<file path="src/hdl/tmwc_defines.svh">
`ifndef TMWC_DEFINES_SVH
`define TMWC_DEFINES_SVH

// Register byte offsets
`define TMWC_OFF_CTRL      8'h00
`define TMWC_OFF_COUNT     8'h04
`define TMWC_OFF_COMPARE   8'h08
`define TMWC_OFF_STATUS    8'h0c
`define TMWC_OFF_PORT      8'h10

// Control register fields
`define TMWC_CTRL_WAVE_LSB 0
`define TMWC_CTRL_COM_LSB  4
`define TMWC_CTRL_FORCE    7

// Status register fields, write one to clear
`define TMWC_STAT_OVF      0
`define TMWC_STAT_MATCH    1

// Port register fields
`define TMWC_PORT_DATA     0
`define TMWC_PORT_DIR      1
`define TMWC_PORT_PIN      2

// Counter extremes and reset values
`define TMWC_MAX           8'hff
`define TMWC_BOTTOM        8'h00
`define TMWC_RST_BYTE      8'h00
`define TMWC_RST_WORD      32'h0000_0000

`endif

</file>
<file path="src/hdl/tmwc_pkg.sv">
package tmwc_pkg;

  typedef enum logic [1:0] {
    WM_NORMAL = 2'b00,
    WM_PHASE  = 2'b01,
    WM_CTC    = 2'b10,
    WM_FAST   = 2'b11
  } tmwc_wave_t;

  typedef struct packed {
    logic       valid;
    logic       write;
    logic [7:0] addr;
  } tmwc_bus_req_t;

  typedef struct packed {
    logic       wr_pend;
    logic [7:0] wr_addr;
  } tmwc_slv_state_t;

  typedef struct packed {
    tmwc_wave_t  wave_mode;
    logic [1:0]  com;
    logic [7:0]  count;
    logic [7:0]  ocr_act;
    logic [7:0]  ocr_buf;
    logic        ovf;
    logic        mtf;
    logic        oc;
    logic        block;
    logic        port_data;
    logic        dir;
    logic        pin_lvl;
    logic        pin_drive;
    logic [31:0] rdata;
  } tmwc_state_t;

endpackage : tmwc_pkg

</file>
<file path="src/hdl/tmwc_ahb_slave.sv">
`timescale 1ns/10ps
module tmwc_ahb_slave (
  input  wire logic                   clk_in,
  input  wire logic                   nrst_in,
  input  wire logic                   hsel_in,
  input  wire logic [31:0]            haddr_in,
  input  wire logic [1:0]             htrans_in,
  input  wire logic                   hwrite_in,
  input  wire logic                   hready_in,
  output tmwc_pkg::tmwc_bus_req_t     ap_req_out,
  output logic                        wr_en_out,
  output logic [7:0]                  wr_addr_out,
  output logic                        hreadyout_out,
  output logic                        hresp_out
);
  tmwc_pkg::tmwc_slv_state_t st_ff;
  tmwc_pkg::tmwc_slv_state_t nxt_st;

  // NONSEQ or SEQ accepted while the bus is ready
  always_comb begin
    ap_req_out.valid = hsel_in && htrans_in[1] && hready_in;
    ap_req_out.write = hwrite_in;
    ap_req_out.addr  = haddr_in[7:0];
    nxt_st           = st_ff;
    nxt_st.wr_pend   = ap_req_out.valid && hwrite_in;
    if (ap_req_out.valid) begin
      nxt_st.wr_addr = haddr_in[7:0];
    end
  end

  always_ff @(posedge clk_in) begin
    if (!nrst_in) begin
      st_ff <= '0;
    end else begin
      st_ff <= nxt_st;
    end
  end

  // Zero wait states, always OKAY
  assign hreadyout_out = 1'b1;
  assign hresp_out     = 1'b0;
  assign wr_en_out     = st_ff.wr_pend;
  assign wr_addr_out   = st_ff.wr_addr;
endmodule : tmwc_ahb_slave

</file>
<file path="src/hdl/tmwc_sync3.sv">
`timescale 1ns/10ps
module tmwc_sync3 (
  input  wire logic clk_in,
  input  wire logic nrst_in,
  input  wire logic async_in,
  output logic      sync_out
);
  logic s1_ff;
  logic s2_ff;
  logic s3_ff;
  logic out_ff;

  // Level changes only when the last two stages agree
  always_ff @(posedge clk_in) begin
    if (!nrst_in) begin
      s1_ff  <= 1'b0;
      s2_ff  <= 1'b0;
      s3_ff  <= 1'b0;
      out_ff <= 1'b0;
    end else begin
      s1_ff <= async_in;
      s2_ff <= s1_ff;
      s3_ff <= s2_ff;
      if (s2_ff == s3_ff) begin
        out_ff <= s3_ff;
      end
    end
  end

  assign sync_out = out_ff;
endmodule : tmwc_sync3

</file>
<file path="src/hdl/tmwc_top.sv">
`timescale 1ns/10ps
`include "tmwc_defines.svh"

module tmwc_top (
  input  wire logic        clk_in,
  input  wire logic        nrst_in,
  input  wire logic        timer_tick_in,
  input  wire logic        hsel_in,
  input  wire logic [31:0] haddr_in,
  input  wire logic [1:0]  htrans_in,
  input  wire logic        hwrite_in,
  input  wire logic [2:0]  hsize_in,
  input  wire logic        hready_in,
  input  wire logic [31:0] hwdata_in,
  output logic      [31:0] hrdata_out,
  output logic             hreadyout_out,
  output logic             hresp_out,
  input  wire logic        pin_in,
  output logic             pin_out,
  output logic             pin_oe_out,
  output logic             overflow_flag_out,
  output logic             match_flag_out
);

  tmwc_pkg::tmwc_state_t   st_ff;
  tmwc_pkg::tmwc_state_t   nxt_st;
  tmwc_pkg::tmwc_bus_req_t ap_req;
  logic                    wr_en;
  logic [7:0]              wr_addr;
  logic                    pin_sync;
  logic                    at_max;
  logic                    hit;
  logic                    forced;
  logic [1:0]              wr_com;

  // Only whole-word transfers are supported, size is not checked
  logic                    unused_size;
  assign unused_size = ^hsize_in;

  tmwc_ahb_slave u_slave (
    .clk_in        (clk_in),
    .nrst_in       (nrst_in),
    .hsel_in       (hsel_in),
    .haddr_in      (haddr_in),
    .htrans_in     (htrans_in),
    .hwrite_in     (hwrite_in),
    .hready_in     (hready_in),
    .ap_req_out    (ap_req),
    .wr_en_out     (wr_en),
    .wr_addr_out   (wr_addr),
    .hreadyout_out (hreadyout_out),
    .hresp_out     (hresp_out)
  );

  tmwc_sync3 u_pin_sync (
    .clk_in   (clk_in),
    .nrst_in  (nrst_in),
    .async_in (pin_in),
    .sync_out (pin_sync)
  );

  function automatic logic is_pwm(input tmwc_pkg::tmwc_wave_t mode);
    is_pwm = (mode == tmwc_pkg::WM_PHASE) || (mode == tmwc_pkg::WM_FAST);
  endfunction : is_pwm

  // Match action outside PWM: keep, toggle, clear, set
  function automatic logic match_action(input logic [1:0] com,
                                        input logic       oc);
    case (com)
      2'h1:    match_action = ~oc;
      2'h2:    match_action = 1'b0;
      2'h3:    match_action = 1'b1;
      default: match_action = oc;
    endcase
  endfunction : match_action

  function automatic logic [31:0] read_mux(input logic [7:0]           addr,
                                           input tmwc_pkg::tmwc_state_t s);
    read_mux = `TMWC_RST_WORD;
    case (addr)
      `TMWC_OFF_CTRL: begin
        // Force strobe always reads zero
        read_mux[`TMWC_CTRL_WAVE_LSB +: 2] = s.wave_mode;
        read_mux[`TMWC_CTRL_COM_LSB +: 2]  = s.com;
      end
      `TMWC_OFF_COUNT: begin
        read_mux[7:0] = s.count;
      end
      `TMWC_OFF_COMPARE: begin
        read_mux[7:0] = s.ocr_buf;
      end
      `TMWC_OFF_STATUS: begin
        read_mux[`TMWC_STAT_OVF]   = s.ovf;
        read_mux[`TMWC_STAT_MATCH] = s.mtf;
      end
      `TMWC_OFF_PORT: begin
        read_mux[`TMWC_PORT_DATA] = s.port_data;
        read_mux[`TMWC_PORT_DIR]  = s.dir;
        read_mux[`TMWC_PORT_PIN]  = s.pin_lvl;
      end
      default: begin
        read_mux = `TMWC_RST_WORD;
      end
    endcase
  endfunction : read_mux

  always_comb begin
    nxt_st = st_ff;
    at_max = (st_ff.count == `TMWC_MAX);
    // A count write blocks the match of the following tick
    hit    = (st_ff.count == st_ff.ocr_act) && !st_ff.block;
    wr_com = hwdata_in[`TMWC_CTRL_COM_LSB +: 2];
    forced = wr_en && (wr_addr == `TMWC_OFF_CTRL)
             && hwdata_in[`TMWC_CTRL_FORCE]
             && !is_pwm(tmwc_pkg::tmwc_wave_t'(
                  hwdata_in[`TMWC_CTRL_WAVE_LSB +: 2]));

    // Software clear first so a same-cycle set wins
    if (wr_en && (wr_addr == `TMWC_OFF_STATUS)) begin
      if (hwdata_in[`TMWC_STAT_OVF]) begin
        nxt_st.ovf = 1'b0;
      end
      if (hwdata_in[`TMWC_STAT_MATCH]) begin
        nxt_st.mtf = 1'b0;
      end
    end

    if (timer_tick_in) begin
      nxt_st.block = 1'b0;
      // Counting depends on waveform mode only
      case (st_ff.wave_mode)
        tmwc_pkg::WM_CTC: begin
          if (hit) begin
            nxt_st.count = `TMWC_BOTTOM;
          end else begin
            nxt_st.count = st_ff.count + 8'h01;
          end
        end
        tmwc_pkg::WM_FAST: begin
          nxt_st.count = st_ff.count + 8'h01;
        end
        default: begin
          // Dual slope not covered here, counts as normal
          nxt_st.count = st_ff.count + 8'h01;
        end
      endcase

      // Flag set when passing from max to bottom
      if (at_max) begin
        nxt_st.ovf = 1'b1;
      end
      if (hit) begin
        nxt_st.mtf = 1'b1;
      end

      case (st_ff.wave_mode)
        tmwc_pkg::WM_NORMAL,
        tmwc_pkg::WM_CTC: begin
          if (hit) begin
            // Toggle gives period 2*N*(1+compare) in CTC, 2*N*256 in normal
            nxt_st.oc = match_action(st_ff.com, st_ff.oc);
          end
        end
        tmwc_pkg::WM_FAST: begin
          if (hit) begin
            case (st_ff.com)
              2'h1:    nxt_st.oc = ~st_ff.oc;
              2'h2:    nxt_st.oc = 1'b0;
              2'h3:    nxt_st.oc = 1'b1;
              default: nxt_st.oc = st_ff.oc;
            endcase
          end
          // Bottom wins over match: compare at max holds level
          if (at_max && st_ff.com[1]) begin
            nxt_st.oc = ~st_ff.com[0];
          end
        end
        default: begin
          nxt_st.oc = st_ff.oc;
        end
      endcase

      // Buffered compare moves in at wrap to bottom
      if (is_pwm(st_ff.wave_mode) && at_max) begin
        nxt_st.ocr_act = st_ff.ocr_buf;
      end
    end

    if (wr_en) begin
      case (wr_addr)
        `TMWC_OFF_CTRL: begin
          // New output mode used at once by the pin select and a forced match
          nxt_st.wave_mode = tmwc_pkg::tmwc_wave_t'(
                               hwdata_in[`TMWC_CTRL_WAVE_LSB +: 2]);
          nxt_st.com       = wr_com;
          if (forced) begin
            // Forced match: state only, counter and flag left
            nxt_st.oc = match_action(wr_com, st_ff.oc);
          end
        end
        `TMWC_OFF_COUNT: begin
          // Software write beats tick count and clear
          nxt_st.count = hwdata_in[7:0];
          nxt_st.block = 1'b1;
        end
        `TMWC_OFF_COMPARE: begin
          nxt_st.ocr_buf = hwdata_in[7:0];
          if (!is_pwm(st_ff.wave_mode)) begin
            nxt_st.ocr_act = hwdata_in[7:0];
          end
        end
        `TMWC_OFF_PORT: begin
          nxt_st.port_data = hwdata_in[`TMWC_PORT_DATA];
          nxt_st.dir       = hwdata_in[`TMWC_PORT_DIR];
        end
        default: begin
          nxt_st.dir = st_ff.dir;
        end
      endcase
    end

    nxt_st.pin_lvl = pin_sync;
    // Override chosen by output mode alone
    if (nxt_st.com != 2'h0) begin
      nxt_st.pin_drive = nxt_st.oc;
    end else begin
      nxt_st.pin_drive = nxt_st.port_data;
    end

    // Read data sampled at address phase, held through data phase
    if (ap_req.valid && !ap_req.write) begin
      nxt_st.rdata = read_mux(ap_req.addr, st_ff);
    end
  end

  always_ff @(posedge clk_in) begin
    if (!nrst_in) begin
      st_ff           <= '0;
      st_ff.wave_mode <= tmwc_pkg::WM_NORMAL;
      st_ff.count     <= `TMWC_RST_BYTE;
      st_ff.ocr_act   <= `TMWC_RST_BYTE;
      st_ff.ocr_buf   <= `TMWC_RST_BYTE;
      st_ff.rdata     <= `TMWC_RST_WORD;
    end else begin
      st_ff <= nxt_st;
    end
  end

  assign hrdata_out        = st_ff.rdata;
  assign pin_out           = st_ff.pin_drive;
  // Driver enable follows direction bit even under override
  assign pin_oe_out        = st_ff.dir;
  assign overflow_flag_out = st_ff.ovf;
  assign match_flag_out    = st_ff.mtf;

endmodule : tmwc_top

</file>
<file path="config.mk">
export PLATFORM = sky130hd
export DESIGN_NAME = tmwc_top
export DESIGN_NICKNAME = d
export VERILOG_FILES = /design/src/hdl/tmwc_pkg.sv /design/src/hdl/tmwc_ahb_slave.sv /design/src/hdl/tmwc_sync3.sv /design/src/hdl/tmwc_top.sv
export VERILOG_INCLUDE_DIRS = /design/src /design/src/hdl
export SDC_FILE = /design/constraint.sdc
export NUM_CORES = 1
export LEC_CHECK = 0
export ABC_AREA = 1
export BUFFER_PORTS_ARGS = -buffer_cell sky130_fd_sc_hd__buf_2
export CORE_UTILIZATION = 45
export CTS_CLUSTER_DIAMETER = 80
export CTS_CLUSTER_SIZE = 24
export DETAILED_ROUTE_END_ITERATION = 6
export PLACE_DENSITY = 0.73
export SYNTH_ARGS = -nofsm -noshare
export SYNTH_HDL_FRONTEND = slang
export SYNTH_SLANG_ARGS = --single-unit
</file>
<file path="constraint.sdc">
create_clock -name clk_in -period 1.8 [get_ports clk_in]
set_input_delay 0.27 -clock clk_in [delete_from_list [all_inputs] [get_ports clk_in]]
set_output_delay 0.27 -clock clk_in [all_outputs]
set_load 0.05 [all_outputs]
</file>
==> flow_summary.toml, run 1 <==
[place]
numPortBuffers = 35
placed_cell_area_um2 = 3260
hpwl_um = 5550
place_congestion = 0.875
dp.cells = 548

[worst_setup_path]
end_kind = "flip-flop"
ff2ff_path_depth = 11
cp_slowest_cell = "dfxtp_1"
cp_top_family = "simple AND/OR/NAND/NOR gates"
crit_path_cell_trace = "nor2_1 -> nand2_1 -> nor2_1 -> nand3_2 -> nor2_2 -> nand2_1 -> nand2_1 -> inv_1 -> nand2_1 -> nand2_1 -> a21oi_1"
arrival_ps = 1920
criticalPathCategory = "flip-flop to flip-flop"
rrSetupSlack_ps = 150
path_max_fanout = 8
cp_data_required_time_ps = 2070
path_depth = 11
worst-path-buf-inv = 1
cpPeakStageDelay_ps = 330
startpoint_type = "flip-flop"
cpMostUsedCell = "nand2_1"

[cts]
clkLatencyLatePin_ps = 340
cts_resized = 0
cts.sinks = 57
cts_root_buf = "clkbuf_8"
htree_levels = 3
clk_pin_slew_worst_paths_ps = 70
cts_buffers = 9
cts_setup_buffers = 0
cts_tree = "yes"
cts_hold_buffers = 0
ctsLongestPathBuffers = 2

[floorplanning]
die_x_um = 84.7
coreArea_um2 = 6460
die_h_um = 84.7
rows = 29
die-area_um2 = 7170
start_util_pct = 47.6
io_pins = 114

[logic_synthesis]
synth_edf_count = 0
async_flop_share_pct = 0
synth_top_family_by_area = "simple AND/OR/NAND/NOR gates"
synthXorXnorAreaFrac_pct = 1.71
netlist_area_um2 = 3080
ys_seq_area_share_pct = 37.1
synthMuxAreaShare_pct = 0
synth_seq_cells = 57
synth_cell_types = 31
yosysTopAreaCell = "dfxtp_1"
yosys.area.top_type_share_pct = 37.1
synthTopCellsByCount = "nand2_1 (80), inv_1 (67), dfxtp_1 (57), a21oi_1 (39), nor2_1 (37)"
yosysMostFrequentCell = "nand2_1"
synth_cells = 442
synth-compound-area-share_pct = 19.2
syn_area_per_cell_um2 = 6.96
synthAdderAreaFrac_pct = 0.407
synthFlopType = "dfxtp_1"
synthSimpleGateAreaFrac_pct = 22.8
synthTopCellsByArea = "dfxtp_1 (37%), nand2_1 (9.8%), buf_4 (8.3%)"
yosysWarnings = 0

[route]
wl_per_cell_um = 13.4
wl_um = 7560
vias_per_cell = 5.20
dr.pass1.iters = 7
drt-initial-drc-count = 226
ant_nets = 0
dr_total_vias = 2932
drc = 0

[timing]
rsz0062_at_grt = "true"
worst_clock_skew_ps = 5.39
layout_min_cycle_time_ps = 1650
fin_setup_tns_ps = 0
hold_viol_final = 0
setup_viol = 0
drv_slew = 0
post-route-period-util_pct = 91.7
fmax_mhz = 606

[cells_and_area]
fin_area_um2 = 3500
final_core_util_pct = 54.2
diodes = 0
synthToLayoutAreaGrowth_pct = 13.9
drive_gt1_share_pct = 17.5
instances_no_fill = 564
finalNetCount = 559

[power]
leakage_nw = 1.63
switching_share_pct = 26.9
p_total_w = 0.00303
share_clk_of_total_power_pct = 45.2
p_sw_w = 0.000817
internal_power_w = 0.00222
ir_drop_uv = 567
pwr-share-comb_pct = 11.7
powerDensity_nw_per_um2 = 866
power_frac_seq_pct = 43.1

[grt]
antenna_found_initial = 0
grt_pass1_wl_um = 12400
gr-total-overflow = 0
grt_max_degree = 39
grt_pass1_vias = 2668
grt_util_all_layers_pct = 22.3

[run_status]
status = "completed"

[worst_hold_path]
hp-class = "input port to flip-flop"
whs_path_depth = 3

[job]
max_cap_violations = 0
## power by group through the flow
stage               sequential (W)  clock (W)  combinational (W)
finish                     0.00131    0.00137           0.000356
global route               0.00131    0.00146           0.000388
CTS                        0.00131    0.00139           0.000347
detailed placement         0.00133          0           0.000347
global placement           0.00133          0           0.000342
floorplan                  0.00134          0           0.000297
## worst register-to-register path: cells and delay by family (launching register included)
family                 cells  cell delay [ps]
AO/OA/AOI/OAI              1              140
buffers and inverters      1               40
AND/OR/NAND/NOR            9             1070
flip-flops                 1              330
## layer usage
metal | wire, um | global-route usage, % | share of wire (%)
met1 | 3380 | 28.3 | 45
met2 | 3500 | 35.9 | 46
met3 | 489 | 6.19 | 6.5
met4 | 188 | 8.78 | 2.5
met5 | 0 | 0 | 0
## per-stage QoR
stage | hold slack (ps) | setup slack [ps]
floorplan | 368 | 173
global placement | 392 | 122
detailed placement | 402 | 71.6
CTS | 96.8 | 57.1
global route | 117 | -35.4
finish | 107 | 150
## kinds of logic after synthesis
family / after synthesis
AOI/OAI and AO/OA: 100
xor gates and xnor gates: 6
adders and majority gates: 1
buffers and inverters: 115
DFF: 57
other: 2
and+or+nand+nor: 161
## worst paths after layout
path | endpoint | from
worst max-delay path | pin_out | u_slave.wr_addr_out[0]
worst min-delay path | u_pin_sync.s1_ff | pin_in
worst max register to register | pin_out | u_slave.wr_addr_out[0]
worst min register to register | u_pin_sync.s2_ff | u_pin_sync.s1_ff
## registers in the layout, summed over array words and instances, names as in the netlist
| register | flops |
|---|---|
| pin_out | 1 |
| u_slave.wr_addr_out | 8 |
| hrdata_out | 8 |
| match_flag_out | 1 |
| u_pin_sync.s1_ff | 1 |
| u_pin_sync.s3_ff | 1 |
| overflow_flag_out | 1 |
| u_pin_sync.s2_ff | 1 |
| u_slave.wr_en_out | 1 |
| st_ff | 32 |
| pin_oe_out | 1 |
| u_pin_sync.sync_out | 1 |
## final cells by class
cell class	count	area (um^2)
multi-input combinational	294	1470
fill	640	2960
clock inverter	5	77.6
clock buffer	11	151
inverter	70	263
timing repair buffer	50	300
tap	77	96.3
sequential	57	1140
## placed cells by master (no fill, tap or decap), drive strengths merged, types with 2 or more instances in the layout
cell	count
nand4	9
o211ai	6
nand3	25
xor2	6
nand2	80
a211oi	11
bufinv	2
dfxtp	57
nor2	37
o22ai	2
nor3	7
a21oi	39
inv	69
clkbuf	11
a31oi	3
buf	50
o21ai	34
clkinv	3
conb	26
o221ai	4
No activity file was read; power rests on OpenSTA's default activity.
==> run 2, diff against run 1 <==
--- a/config.mk
+++ b/config.mk
@@ -7,12 +7,14 @@
 export NUM_CORES = 1
 export LEC_CHECK = 0
 export ABC_AREA = 1
+export ABC_CLOCK_PERIOD_IN_PS = 1800
 export BUFFER_PORTS_ARGS = -buffer_cell sky130_fd_sc_hd__buf_2
 export CORE_UTILIZATION = 45
 export CTS_CLUSTER_DIAMETER = 80
 export CTS_CLUSTER_SIZE = 24
 export DETAILED_ROUTE_END_ITERATION = 6
 export PLACE_DENSITY = 0.73
+export RECOVER_POWER = 50
 export SYNTH_ARGS = -nofsm -noshare
 export SYNTH_HDL_FRONTEND = slang
 export SYNTH_SLANG_ARGS = --single-unit
==> run 2 against run 1 <==
Effect of this change:
- cell count unchanged
- total power about the same
- critical path depth unchanged
- clock skew about the same
- first-iteration DRC count down 7.5%
==> flow_summary.toml, run 2 (synthesis results as in run 1) <==
[timing]
layout_min_cycle_time_ps = 1660
fmax_mhz = 602
max_slew.worst_pin.slew_ps = 597
worst_clock_skew_ps = 5.19
post-route-period-util_pct = 92.3
setup_viol = 0
relSlewSlack_pct = 60.4
drv_slew = 0
fin_hold_ws_ps = 108
fin_setup_tns_ps = 0
rsz0062_at_grt = "true"
hold_viol_final = 0

[place]
placed_cell_area_um2 = 3260
numPortBuffers = 35
hpwl_um = 5550
place_congestion = 0.875

[power]
leakage_nw = 1.58
p_total_w = 0.00303
powerDensity_nw_per_um2 = 871
ir_drop_uv = 590

[cts]
cts.sinks = 57
htree_levels = 3
cts_tree = "yes"
ctsLongestPathBuffers = 2
clk_pin_slew_worst_paths_ps = 70
clkLatencyLatePin_ps = 340
cts_root_buf = "clkbuf_8"
cts_buffers = 9

[worst_setup_path]
crit_path_cell_trace = "nor2_1 -> nand2_1 -> nor2_1 -> nand3_2 -> nor2_2 -> nand2_1 -> nand2_1 -> inv_1 -> nand2_1 -> nand2_1 -> a21oi_1"
cpMostUsedCell = "nand2_1"
arrival_ps = 1930
cpPeakStageDelay_ps = 330
cp_data_required_time_ps = 2070
end_kind = "flip-flop"
path_max_fanout = 8
criticalPathCategory = "flip-flop to flip-flop"
cp_slowest_cell = "dfxtp_1"
startpoint_type = "flip-flop"

[route]
dr.pass1.iters = 7
dr_total_vias = 2909
drc = 0
drt-initial-drc-count = 209
vias_per_cell = 5.16
ant_nets = 0
wl_um = 7530
wl_per_cell_um = 13.4

[grt]
grt_max_degree = 39
antenna_found_initial = 0
grt_pass1_wl_um = 12400
gr-total-overflow = 0
grt_pass1_vias = 2668
grt_util_all_layers_pct = 22.3

[cells_and_area]
finalNetCount = 559
top_register = "st_ff"
diodes = 0
synthToLayoutAreaGrowth_pct = 13.3
fin_area_um2 = 3480
final_cell_mix = "nand2_1 (80), inv_1 (66), dfxtp_1 (56)"
largest_reg_flops = 32
final_common_cell = "nand2_1"
drive_gt1_share_pct = 14.6

[floorplanning]
die_x_um = 84.7
die-area_um2 = 7170
rows = 29
start_util_pct = 47.6
io_pins = 114
coreArea_um2 = 6460
die_h_um = 84.7

[job]
max_cap_violations = 0

[worst_hold_path]
hp-class = "input port to flip-flop"

[run_status]
status = "completed"
-- run 2: worst paths after layout --
path | start | endpoint | slack, ps | cells past startpoint
worst max-delay path | u_slave.wr_addr_out[0] | pin_out | 140 | 11
worst min-delay path | pin_in | u_pin_sync.s1_ff | 110 | 3
worst max register to register | u_slave.wr_addr_out[0] | pin_out | 140 | 11
worst min register to register | u_pin_sync.s1_ff | u_pin_sync.s2_ff | 410 | 2
-- run 2: stage by stage --
stage	util [%]	cells	setup WS, ps
after CTS	54.0	564	57.1
after global routing	53.9	564	-35.4
final	53.9	564	138
after detailed placement	50.4	548	71.6
after global placement	50.4	548	122
after floorplan	-	466	173
-- run 2: final cells by class --
type / instances / area [um^2]
fillers: 644 / 2980
well taps: 77 / 96.3
clock buffers: 11 / 151
repair buffers: 50 / 280
flip-flops and latches: 57 / 1140
clock inverters: 5 / 77.6
inverters: 70 / 263
multi-input cells: 294 / 1470
-- run 2: repair_timing --
action                                  4_1_cts  5_1_grt
buffers inserted                              0        0
gates resized for setup                       0        9
endpoints found under the setup margin        0       16
hold buffers                                  0        0
-- run 2: report_power, final --
part | leakage [nW] | total, W | switching (W) | internal [W]
registers | 0.462 | 0.00131 | 0.0000181 | 0.00129
clock network | 0.115 | 0.00137 | 0.000522 | 0.000849
logic | 0.999 | 0.000354 | 0.000277 | 0.0000771
-- run 2: critical path: cells and delay by family, from the launching register on --
kind / cells / cell delay, ps
AND/OR/NAND/NOR: 9 / 1080
flip-flops: 1 / 330
AO/OA/AOI/OAI: 1 / 140
buffers and inverters: 1 / 40
-- run 2: per-layer routing --
metal	wire length [um]	part of all wire, %	global-route usage, %
met1	3370	45	28.3
met2	3460	46	35.9
met3	505	6.7	6.19
met4	192	2.5	8.78
met5	0	0	0
